<file path="src/vector_routing_pkg.sv">
// Shared constants and types for exception vectoring and event routing
package vector_routing_pkg;
   // Vector numbers of the table slots
   localparam logic [7:0]  VEC_STACK      = 8'h00;
   localparam logic [7:0]  VEC_RESET      = 8'h01;
   localparam logic [7:0]  VEC_NMI        = 8'h02;
   localparam logic [7:0]  VEC_HARD_FAULT = 8'h03;
   localparam logic [7:0]  VEC_RSVD_LO    = 8'h07;
   localparam logic [7:0]  VEC_RSVD_HI    = 8'h0A;
   localparam logic [7:0]  VEC_RSVD_MID   = 8'h0D;
   localparam logic [7:0]  VEC_FIRST_IRQ  = 8'h10;
   localparam logic [7:0]  VEC_LAST_IRQ   = 8'h6B;
   localparam int          NUM_VECTORS    = 108;
   localparam int          NUM_IRQ        = 92;
   // Slot offset is vector number times four
   localparam int          SLOT_SHIFT     = 2;
   // Table base handling
   localparam logic [31:0] BASE_AT_RESET  = 32'h0000_0000;
   localparam logic [31:0] BASE_MIN       = 32'h0000_0200;
   localparam logic [31:0] BASE_MAX       = 32'h3FFF_FE00;
   localparam logic [8:0]  BASE_ALIGN_MSK = 9'h1FF;
   // Fixed and default priorities
   localparam logic signed [8:0] PRIO_RESET = -9'sd3;
   localparam logic signed [8:0] PRIO_NMI   = -9'sd2;
   localparam logic signed [8:0] PRIO_HARD  = -9'sd1;
   localparam logic [7:0]  PRIO_DEFAULT   = 8'h00;
   // Interrupt bit positions of routed events
   localparam int          IRQ_ADC_FIRST  = 72;
   localparam int          IRQ_IPC_FIRST  = 80;
   localparam int          IRQ_RAM_SINGLE = 88;
   localparam int          IRQ_FLASH_SGL  = 90;
   localparam int          NUM_ADC_EOC    = 8;
   localparam int          NUM_IPC_IRQ    = 4;
   // Boot sequence
   typedef enum logic [1:0] {
      BOOT_STACK  = 2'b00,
      BOOT_HANDLR = 2'b01,
      BOOT_DONE   = 2'b10
   } boot_t;
endpackage
</file>
<file path="src/exception_vector_routing.sv">
// Vector table base, boot fetch, vector lookup and fault/reset routing
//
// Summary of operation
// - Boot fetches the stack word at slot zero before any handler address.
// - System exceptions one to fifteen each own a slot relative to base.
// - Peripheral lines own slots for vectors sixteen to one hundred seven.
// - Any reset forces the table base back to zero.
// - Only privileged writes within the permitted range relocate the base.
// - Clock fail, expander error, NMI pin or NMI watchdog raise NMI.
// - Bus fault is precise-synchronous or imprecise-asynchronous.
// - Every programmable priority comes out of reset as zero.
// - Uncorrectable local or shared memory errors raise a bus fault.
// - Correctable single-bit errors become ordinary maskable interrupts.
// - Watchdogs take software reset; each drives one reset request bit.
// - NMI watchdog takes the NMI event and issues its own reset request.
// - Four interprocessor channels raise interrupts into the controller.
// - Converter EOC sources are ANDed pairwise and sent to both sides.
`timescale 1ns/10ps
module exception_vector_routing (
   input  wire logic        i_ref_clk,          // Subsystem clock, 125 MHz
   input  wire logic        i_nrst,             // Sync reset, active low
   output logic             o_boot_fetch_valid, // Boot word fetch request
   output logic      [31:0] o_boot_fetch_addr,  // Boot word address
   input  wire logic        i_boot_fetch_ready, // Boot word returned
   input  wire logic [31:0] i_boot_fetch_data,  // Boot word value
   output logic      [31:0] o_stack_ptr,        // Initial stack pointer
   output logic      [31:0] o_reset_handler,    // Reset handler address
   output logic             o_boot_done,        // Boot fetches complete
   input  wire logic        i_exc_valid,        // Vector lookup request
   input  wire logic [7:0]  i_exc_num,          // Vector number to look up
   output logic             o_vec_valid,        // Lookup answer pulse
   output logic      [31:0] o_vec_addr,         // Slot address of vector
   output logic signed [8:0] o_vec_prio,        // Priority of vector
   output logic             o_vec_reserved,     // Slot is reserved
   input  wire logic        i_vto_wr,           // Base offset write strobe
   input  wire logic        i_vto_priv,         // Writer is privileged
   input  wire logic [31:0] i_vto_data,         // Requested base
   output logic             o_vto_reject,       // Write refused pulse
   output logic      [31:0] o_vector_table_offset, // Current base
   input  wire logic        i_prio_wr,          // Priority write strobe
   input  wire logic [7:0]  i_prio_vec,         // Vector being set
   input  wire logic [7:0]  i_prio_data,        // New priority
   input  wire logic        i_clock_fail,       // Clock failure
   input  wire logic        i_expander_err,     // Control expander error
   input  wire logic        i_nmi_pin,          // External NMI input
   input  wire logic        i_nmi_wd_timeout,   // Control NMI wd time-out
   output logic             o_nmi,              // NMI exception request
   output logic             o_nonmaskable_event, // Event to NMI watchdog
   input  wire logic        i_nmi_wd_expired,   // NMI watchdog expired
   output logic             o_nonmaskable_watchdog_reset_request, // Rst req
   input  wire logic        i_software_reset_request, // From controller
   input  wire logic [1:0]  i_wd_expired,       // Watchdog expiries
   output logic      [1:0]  o_software_reset_to_wd, // To both watchdogs
   output logic      [1:0]  o_watchdog_reset_requests, // To reset block
   input  wire logic        i_precise_fault,    // Precise access error
   input  wire logic        i_imprecise_fault,  // Imprecise access error
   input  wire logic        i_ram_uncorr,       // RAM uncorrectable error
   input  wire logic        i_flash_uncorr,     // Flash uncorrectable
   input  wire logic        i_shared_uncorr,    // Shared RAM uncorrectable
   input  wire logic        i_busfault_ack,     // Imprecise fault taken
   output logic             o_busfault_precise, // Synchronous fault pulse
   output logic             o_busfault_imprecise, // Pending async fault
   input  wire logic [91:0] i_periph_irq,       // Peripheral requests
   input  wire logic        i_ram_single_err,   // RAM correctable error
   input  wire logic        i_flash_single_err, // Flash correctable error
   input  wire logic [3:0]  i_ipc_irq,          // Interrupting channels
   input  wire logic [7:0]  i_adc1_eoc,         // First converter EOC
   input  wire logic [7:0]  i_adc2_eoc,         // Second converter EOC
   output logic      [91:0] o_irq_lines,        // Lines to the controller
   output logic      [7:0]  o_adc_eoc_and       // Combined EOC, both sides
);
   typedef struct packed {
      vector_routing_pkg::boot_t st;
      logic [31:0]         base;
      logic [31:0]         stack_ptr;
      logic [31:0]         reset_handler;
      logic                vec_valid;
      logic [31:0]         vec_addr;
      logic signed [8:0]   vec_prio;
      logic                vec_rsvd;
      logic                vto_reject;
      logic [107:0][7:0]   prio;
      logic                nmi;
      logic                bf_precise;
      logic                bf_imprecise;
      logic [1:0]          wd_rst;
      logic                nmi_wd_rst;
   } state_t;

   state_t cur;
   state_t next_cur;

   // Slot address: base plus four times the vector number
   function automatic logic [31:0] slot_addr(input logic [31:0] base,
                                             input logic [7:0]  vec);
      slot_addr = base + ({24'h000000, vec} << vector_routing_pkg::SLOT_SHIFT);
   endfunction

   // Reserved slots and numbers past the last peripheral line
   function automatic logic is_reserved(input logic [7:0] vec);
      is_reserved = (vec >= vector_routing_pkg::VEC_RSVD_LO &&
                     vec <= vector_routing_pkg::VEC_RSVD_HI) ||
                    vec == vector_routing_pkg::VEC_RSVD_MID ||
                    vec == vector_routing_pkg::VEC_STACK ||
                    vec >  vector_routing_pkg::VEC_LAST_IRQ;
   endfunction

   // Vectors whose priority is hard-wired
   function automatic logic is_fixed(input logic [7:0] vec);
      is_fixed = vec == vector_routing_pkg::VEC_RESET ||
                 vec == vector_routing_pkg::VEC_NMI ||
                 vec == vector_routing_pkg::VEC_HARD_FAULT;
   endfunction

   logic base_ok;
   logic uncorr;

   // Next-state logic for boot, lookup, base, priorities and routing
   always_comb begin
      next_cur = cur;
      next_cur.vec_valid  = 1'b0;
      next_cur.vto_reject = 1'b0;
      // Alignment, range and privilege checked together
      base_ok = i_vto_priv &&
                (i_vto_data[8:0] & vector_routing_pkg::BASE_ALIGN_MSK)
                == 9'h000 &&
                i_vto_data >= vector_routing_pkg::BASE_MIN &&
                i_vto_data <= vector_routing_pkg::BASE_MAX;
      uncorr  = i_ram_uncorr | i_flash_uncorr | i_shared_uncorr;
      case (cur.st)
         vector_routing_pkg::BOOT_STACK: begin
            if (i_boot_fetch_ready) begin
               next_cur.stack_ptr = i_boot_fetch_data;
               next_cur.st        = vector_routing_pkg::BOOT_HANDLR;
            end
         end
         vector_routing_pkg::BOOT_HANDLR: begin
            if (i_boot_fetch_ready) begin
               next_cur.reset_handler = i_boot_fetch_data;
               next_cur.st            = vector_routing_pkg::BOOT_DONE;
            end
         end
         vector_routing_pkg::BOOT_DONE: begin
            next_cur.st = vector_routing_pkg::BOOT_DONE;
         end
         default: begin
            next_cur.st = vector_routing_pkg::BOOT_STACK;
         end
      endcase
      // Lookups are only answered once the boot words are in
      if (i_exc_valid && cur.st == vector_routing_pkg::BOOT_DONE) begin
         next_cur.vec_valid = 1'b1;
         next_cur.vec_addr  = slot_addr(cur.base, i_exc_num);
         next_cur.vec_rsvd  = is_reserved(i_exc_num);
         case (i_exc_num)
            vector_routing_pkg::VEC_RESET:
               next_cur.vec_prio = vector_routing_pkg::PRIO_RESET;
            vector_routing_pkg::VEC_NMI:
               next_cur.vec_prio = vector_routing_pkg::PRIO_NMI;
            vector_routing_pkg::VEC_HARD_FAULT:
               next_cur.vec_prio = vector_routing_pkg::PRIO_HARD;
            default: begin
               if (is_reserved(i_exc_num)) begin
                  next_cur.vec_prio = 9'sh000;
               end else begin
                  next_cur.vec_prio = {1'b0, cur.prio[i_exc_num]};
               end
            end
         endcase
      end
      // Relocation; a refused write leaves the base untouched
      if (i_vto_wr) begin
         if (base_ok) begin
            next_cur.base = i_vto_data;
         end else begin
            next_cur.vto_reject = 1'b1;
         end
      end
      // Fixed and reserved slots ignore priority writes
      if (i_prio_wr && !is_fixed(i_prio_vec) && !is_reserved(i_prio_vec))
      begin
         next_cur.prio[i_prio_vec] = i_prio_data;
      end
      next_cur.nmi = i_clock_fail | i_expander_err | i_nmi_pin |
                     i_nmi_wd_timeout;
      next_cur.bf_precise = i_precise_fault;
      // Pending async fault: a new event wins over the acknowledge
      if (i_busfault_ack) begin
         next_cur.bf_imprecise = 1'b0;
      end
      if (i_imprecise_fault || uncorr) begin
         next_cur.bf_imprecise = 1'b1;
      end
      next_cur.wd_rst     = i_wd_expired;
      next_cur.nmi_wd_rst = i_nmi_wd_expired;
      if (!i_nrst) begin
         next_cur      = '0;
         next_cur.st   = vector_routing_pkg::BOOT_STACK;
         next_cur.base = vector_routing_pkg::BASE_AT_RESET;
         for (int v = 0; v < vector_routing_pkg::NUM_VECTORS; v++) begin
            next_cur.prio[v] = vector_routing_pkg::PRIO_DEFAULT;
         end
      end
   end

   // Single state register
   always_ff @(posedge i_ref_clk) begin
      cur <= next_cur;
   end

   // Boot fetch reads slot zero, then the reset slot, at the reset base
   assign o_boot_fetch_valid = cur.st != vector_routing_pkg::BOOT_DONE;
   assign o_boot_fetch_addr  = (cur.st == vector_routing_pkg::BOOT_STACK) ?
      slot_addr(cur.base, vector_routing_pkg::VEC_STACK) :
      slot_addr(cur.base, vector_routing_pkg::VEC_RESET);
   assign o_stack_ptr           = cur.stack_ptr;
   assign o_reset_handler       = cur.reset_handler;
   assign o_boot_done           = cur.st == vector_routing_pkg::BOOT_DONE;
   assign o_vec_valid           = cur.vec_valid;
   assign o_vec_addr            = cur.vec_addr;
   assign o_vec_prio            = cur.vec_prio;
   assign o_vec_reserved        = cur.vec_rsvd;
   assign o_vto_reject          = cur.vto_reject;
   assign o_vector_table_offset = cur.base;
   // The NMI event doubles as the NMI watchdog's input
   assign o_nmi                 = cur.nmi;
   assign o_nonmaskable_event   = cur.nmi;
   assign o_nonmaskable_watchdog_reset_request = cur.nmi_wd_rst;
   // Software reset is fanned out unregistered to both watchdogs
   assign o_software_reset_to_wd    = {2{i_software_reset_request}};
   assign o_watchdog_reset_requests = cur.wd_rst;
   assign o_busfault_precise        = cur.bf_precise;
   assign o_busfault_imprecise      = cur.bf_imprecise;

   irq_line_router u_router (
      .i_ref_clk          (i_ref_clk),
      .i_nrst             (i_nrst),
      .i_periph_irq       (i_periph_irq),
      .i_ram_single_err   (i_ram_single_err),
      .i_flash_single_err (i_flash_single_err),
      .i_ipc_irq          (i_ipc_irq),
      .i_adc1_eoc         (i_adc1_eoc),
      .i_adc2_eoc         (i_adc2_eoc),
      .o_irq_lines        (o_irq_lines),
      .o_adc_eoc_and      (o_adc_eoc_and)
   );
endmodule

</file>
<file path="src/irq_line_router.sv">
// Routing of memory, interprocessor and converter events onto irq lines
`timescale 1ns/10ps
module irq_line_router (
   input  wire logic        i_ref_clk,          // Subsystem clock
   input  wire logic        i_nrst,             // Sync reset, active low
   input  wire logic [91:0] i_periph_irq,       // Other peripheral requests
   input  wire logic        i_ram_single_err,   // RAM correctable error
   input  wire logic        i_flash_single_err, // Flash correctable error
   input  wire logic [3:0]  i_ipc_irq,          // Interrupting channels
   input  wire logic [7:0]  i_adc1_eoc,         // First converter EOC
   input  wire logic [7:0]  i_adc2_eoc,         // Second converter EOC
   output logic      [91:0] o_irq_lines,        // Lines to the controller
   output logic      [7:0]  o_adc_eoc_and       // Combined EOC, both sides
);
   typedef struct packed {
      logic [91:0] lines;
      logic [7:0]  eoc;
   } route_t;

   route_t cur;
   route_t next_cur;

   // Merge routed events into their fixed bit positions
   always_comb begin
      next_cur.lines = i_periph_irq;
      next_cur.eoc   = i_adc1_eoc & i_adc2_eoc;
      for (int k = 0; k < vector_routing_pkg::NUM_ADC_EOC; k++) begin
         next_cur.lines[vector_routing_pkg::IRQ_ADC_FIRST + k] =
            i_periph_irq[vector_routing_pkg::IRQ_ADC_FIRST + k] |
            next_cur.eoc[k];
      end
      for (int k = 0; k < vector_routing_pkg::NUM_IPC_IRQ; k++) begin
         next_cur.lines[vector_routing_pkg::IRQ_IPC_FIRST + k] =
            i_periph_irq[vector_routing_pkg::IRQ_IPC_FIRST + k] |
            i_ipc_irq[k];
      end
      // Correctable errors stay maskable rather than faulting
      next_cur.lines[vector_routing_pkg::IRQ_RAM_SINGLE] =
         i_periph_irq[vector_routing_pkg::IRQ_RAM_SINGLE] |
         i_ram_single_err;
      next_cur.lines[vector_routing_pkg::IRQ_FLASH_SGL] =
         i_periph_irq[vector_routing_pkg::IRQ_FLASH_SGL] |
         i_flash_single_err;
      if (!i_nrst) begin
         next_cur = '0;
      end
   end

   // One register stage for all routed lines
   always_ff @(posedge i_ref_clk) begin
      cur <= next_cur;
   end

   assign o_irq_lines   = cur.lines;
   assign o_adc_eoc_and = cur.eoc;
endmodule

</file>
<file path="config.mk">
export PLATFORM = sky130hd
export DESIGN_NAME = exception_vector_routing
export DESIGN_NICKNAME = d
export VERILOG_FILES = /design/src/vector_routing_pkg.sv /design/src/exception_vector_routing.sv /design/src/irq_line_router.sv
export SDC_FILE = /design/constraint.sdc
export NUM_CORES = 2
export LEC_CHECK = 0
export ABC_AREA = 1
export BUFFER_PORTS_ARGS = -buffer_cell sky130_fd_sc_hd__buf_2
export CAP_MARGIN = 20
export CELL_PAD_IN_SITES_DETAIL_PLACEMENT = 1
export CELL_PAD_IN_SITES_GLOBAL_PLACEMENT = 1
export CORE_MARGIN = 5
export CORE_UTILIZATION = 46
export DETAILED_ROUTE_END_ITERATION = 12
export PLACE_DENSITY_LB_ADDON = 0.1
export SYNTH_ARGS = -nofsm -noshare
export SYNTH_HDL_FRONTEND = slang
export SYNTH_HIERARCHICAL = 1
export SYNTH_SLANG_ARGS = --single-unit
</file>
<file path="constraint.sdc">
create_clock -name i_ref_clk -period 7 [get_ports i_ref_clk]
set_input_delay 0.7 -clock i_ref_clk [delete_from_list [all_inputs] [get_ports i_ref_clk]]
set_output_delay 0.7 -clock i_ref_clk [all_outputs]
set_load 0.01 [all_outputs]
</file>
==> load_flow_metrics.sql <==
INSERT INTO impl_metrics (metric_group, metric, value, unit) VALUES
('run_status', 'status', 'completed', ''),
('clock_network', 'clock_tree.buffer_depth', '3', ''),
('timing', 'setup_viol_count_final', '0', ''),
('routing', 'drt_iter0_drc', '3438', ''),
('die', 'io-pin-count', '506', ''),
('die', 'die_w', '337', 'um'),
('grt', 'number_of_global_route_vias_before_repair', '46000', ''),
('clock_network', 'cts_setup_buffers', '0', ''),
('synthesis', 'yosys_warning_count', '6', ''),
('clock_network', 'ctsHoldBuffers', '0', ''),
('routing', 'drc', '0', ''),
('worst_setup_path', 'critical-path-top-delay-family', 'simple AND/OR/NAND/NOR gates', ''),
('timing', 'min_period', '4.04', 'ns'),
('worst_setup_path', 'r2r-end', 'o_vec_addr[16]', ''),
('worst_setup_path', 'cp-startpoint', 'cur[1010]', ''),
('place', 'dpl_cell_area', '50800', 'um2'),
('timing', 'timing.final.crit_share', '57.7', '%'),
('final_layout', 'num-nets-final', '7498', ''),
('worst_setup_path', 'worst_ep_required_time', '6.30', 'ns'),
('clock_network', 'cts.sinks', '1112', ''),
('synthesis', 'synth.ff_latch_count', '1112', ''),
('worst_setup_path', 'crit_path_start_kind', 'flop', ''),
('timing', 'final-max-slew-violation-count', '0', ''),
('routing', 'routed_wire_length_per_instance', '20.2', 'um'),
('clock_network', 'post_cts_resize_count', '0', ''),
('power', 'ir_worst_vdd', '192', 'uV'),
('grt', 'grt_overflow', '0', ''),
('worst_setup_path', 'critPathMaxFanout', '7', ''),
('grt', 'grt_antenna_before_repair', '7', ''),
('synthesis', 'unique_cell_type_count_in_the_yosys_netlist', '41', ''),
('timing', 'hold_viol', '0', ''),
('timing', 'worst_slew_pin_slew', '1.26', 'ns'),
('routing', 'postRouteWirelength', '177000', 'um'),
('worst_setup_path', 'timing.critical_path.slowest_cell_delay', '0.36', 'ns'),
('hold_path', 'min_path_type', 'input port to flop', ''),
('die', 'die-height', '337', 'um'),
('power', 'leakage', '24.7', 'nW'),
('worst_setup_path', 'critical-path-top-cell-by-count', 'sky130_fd_sc_hd__inv_1', ''),
('routing', 'final_antenna_net_count', '0', ''),
('clock_network', 'cts_inserted_buffers', '121', ''),
('synthesis', 'synth_area_per_cell', '6.84', 'um2'),
('timing', 'max_slew_margin', '16.2', '%'),
('routing', 'per_cell_via_count_in_the_routed_design', '5.36', ''),
('place', 'hpwl', '113000', 'um'),
('job', 'maxCapViolations', '0', ''),
('timing', 'setup-tns-final', '0', 'ns'),
('place', 'globalplace.congestion', '0.890', ''),
('worst_setup_path', 'critical_path.cell_chain', 'inv_1 > ha_1 > inv_1 > nand4_1 > nor2_1 > nand3_1 > inv_1 > nand2_1 > nor3_1 > nand2_1 > xor2_1 > buf_2', ''),
('worst_setup_path', 'timing.critical_path.slowest_stage_cell', 'sky130_fd_sc_hd__dfxtp_1', ''),
('synthesis', 'synth.yosys.seq_area_share', '45.3', '%'),
('die', 'die_area', '113000', 'um2'),
('worst_setup_path', 'timing.critical_path.to_type', 'primary output', ''),
('final_layout', 'fraction_of_layout_cells_with_a_size_suffix_above_1', '11.1', '%'),
('grt', 'grt_util_all_layers', '29.9', '%'),
('clock_network', 'cts_tree', 'done', ''),
('worst_setup_path', 'criticalPathCategory', 'flop to primary output', ''),
('worst_setup_path', 'worst-path-stages', '12', ''),
('place', 'number_of_instances_in_the_placed_design', '8540', ''),
('worst_setup_path', 'r2r-start', 'o_vector_table_offset[2]', ''),
('die', 'fp.coreArea', '107000', 'um2'),
('die', 'floorplan.rows', '120', ''),
('worst_setup_path', 'rrSetupSlack', '3.97', 'ns'),
('synthesis', 'synth.cell_area', '49200', 'um2'),
('timing', 'skew', '0.0280', 'ns'),
('clock_network', 'clk-insertion-delay-late', '0.72', 'ns'),
('routing', 'via_total_after_detailed_routing', '47000', ''),
('final_layout', 'post_layout_nonfiller_instances', '8772', ''),
('worst_setup_path', 'cp.buffers_inverters', '4', ''),
('routing', '1st_pass_router_iterations', '5', ''),
('timing', 'setup_repair_after_global_routing_missed_its_margin', 'false', ''),
('final_layout', 'final_cell_mix', 'sky130_fd_sc_hd__nor2_1, sky130_fd_sc_hd__nand2_1, sky130_fd_sc_hd__dfxtp_1', '');
==> state kept, by name (all words and copies together) (netlist names), 2 cells and up <==
name,count
u_router/o_irq_lines,92
o_vec_prio,9
o_vec_addr,32
o_watchdog_reset_requests,2
o_reset_handler,32
u_router/o_adc_eoc_and,8
o_vector_table_offset,32
cur,866
o_stack_ptr,32
==> area by class of cell <==
type | instances | area [um2]
Multi-Input combinational cell | 4563 | 20400
Clock inverter | 33 | 303
Clock buffer | 190 | 3750
Inverter | 908 | 3410
Tap cell | 1403 | 1760
Sequential cell | 1112 | 22300
Antenna cell | 7 | 17.5
Timing Repair Buffer | 556 | 3020
Fill cell | 14000 | 51700
==> worst min-delay path, cell delays in order <==
cell and delay [ns]:
sky130_fd_sc_hd__buf_2 0.07, sky130_fd_sc_hd__nand2_1 0.04, sky130_fd_sc_hd__inv_1 0.04
==> routing by layer <==
metal | global-route usage [%] | part of all wire (%)
met5 | 0 | 0
met4 | 8.95 | 2.8
met3 | 4.26 | 6.0
met2 | 49.5 | 47
met1 | 40.6 | 45
==> worst min-delay path by stage <==
stage                     start                       end  cells past startpoint
4_1_cts        i_periph_irq[65]  u_router/o_irq_lines[65]                      3
3_3_place_gp            cur[10]                   cur[10]                      2
5_1_grt        i_periph_irq[41]  u_router/o_irq_lines[41]                      3
2_1_floorplan           cur[10]                   cur[10]                      2
3_5_place_dp            cur[78]                   cur[78]                      2
6_report       i_periph_irq[65]  u_router/o_irq_lines[65]                      3
==> where the power goes <==
part,switching (mW),internal (mW),total [mW]
combinational,0.973,0.377,1.35
clock,2.70,3.83,6.53
sequential,0.0500,6.43,6.48
==> cell families after synthesis <==
family | Yosys count | share of synthesized area [%]
buffers and inverters | 1509 | 13.4
AOI/OAI and AO/OA | 1831 | 18.9
adders and majority gates | 13 | 0.346
xor gates and xnor gates | 41 | 0.731
DFF | 1112 | 45.3
and+or+nand+nor | 2678 | 21.3
==> through the flow <==
| stage | worst slack (ns) | hold WS (ns) | total power, mW | utilization, % |
|---|---|---|---|---|
| after CTS | 2.94 | 0.128 | 14.4 | 51.4 |
| after floorplan | 4.19 | 0.404 | 7.46 | - |
| after detailed placement | 2.50 | 0.417 | 7.94 | 47.6 |
| after global placement | 2.64 | 0.410 | 7.91 | 47.6 |
| after global routing | 2.75 | 0.153 | 14.9 | 51.5 |
| final | 2.96 | 0.169 | 14.4 | 51.5 |
==> cells in the mapped netlist (all sizes together) <==
master	instances	area share (%)
xor2	37	0.66
nand4	18	0.23
o221ai	2	0.036
fa	1	0.041
nor2	1277	9.8
o211ai	5	0.076
o21a	1	0.015
nand3	101	1.0
or2	1	0.013
a22o	2	0.036
nand2	1239	9.7
a21o	3	0.046
o21ai	985	10
a22oi	19	0.29
xnor2	4	0.071
nor4	11	0.14
nand3b	2	0.031
clkinv	3	0.023
clkbuf	306	2.3
and3	2	0.025
inv	905	6.9
ha	12	0.31
o22ai	19	0.24
dfxtp	1112	45
buf	295	4.1
a21oi	792	8.1
nor3	27	0.32
a31oi	2	0.025
a211oi	1	0.025
(Power assumes the default switching activity.)
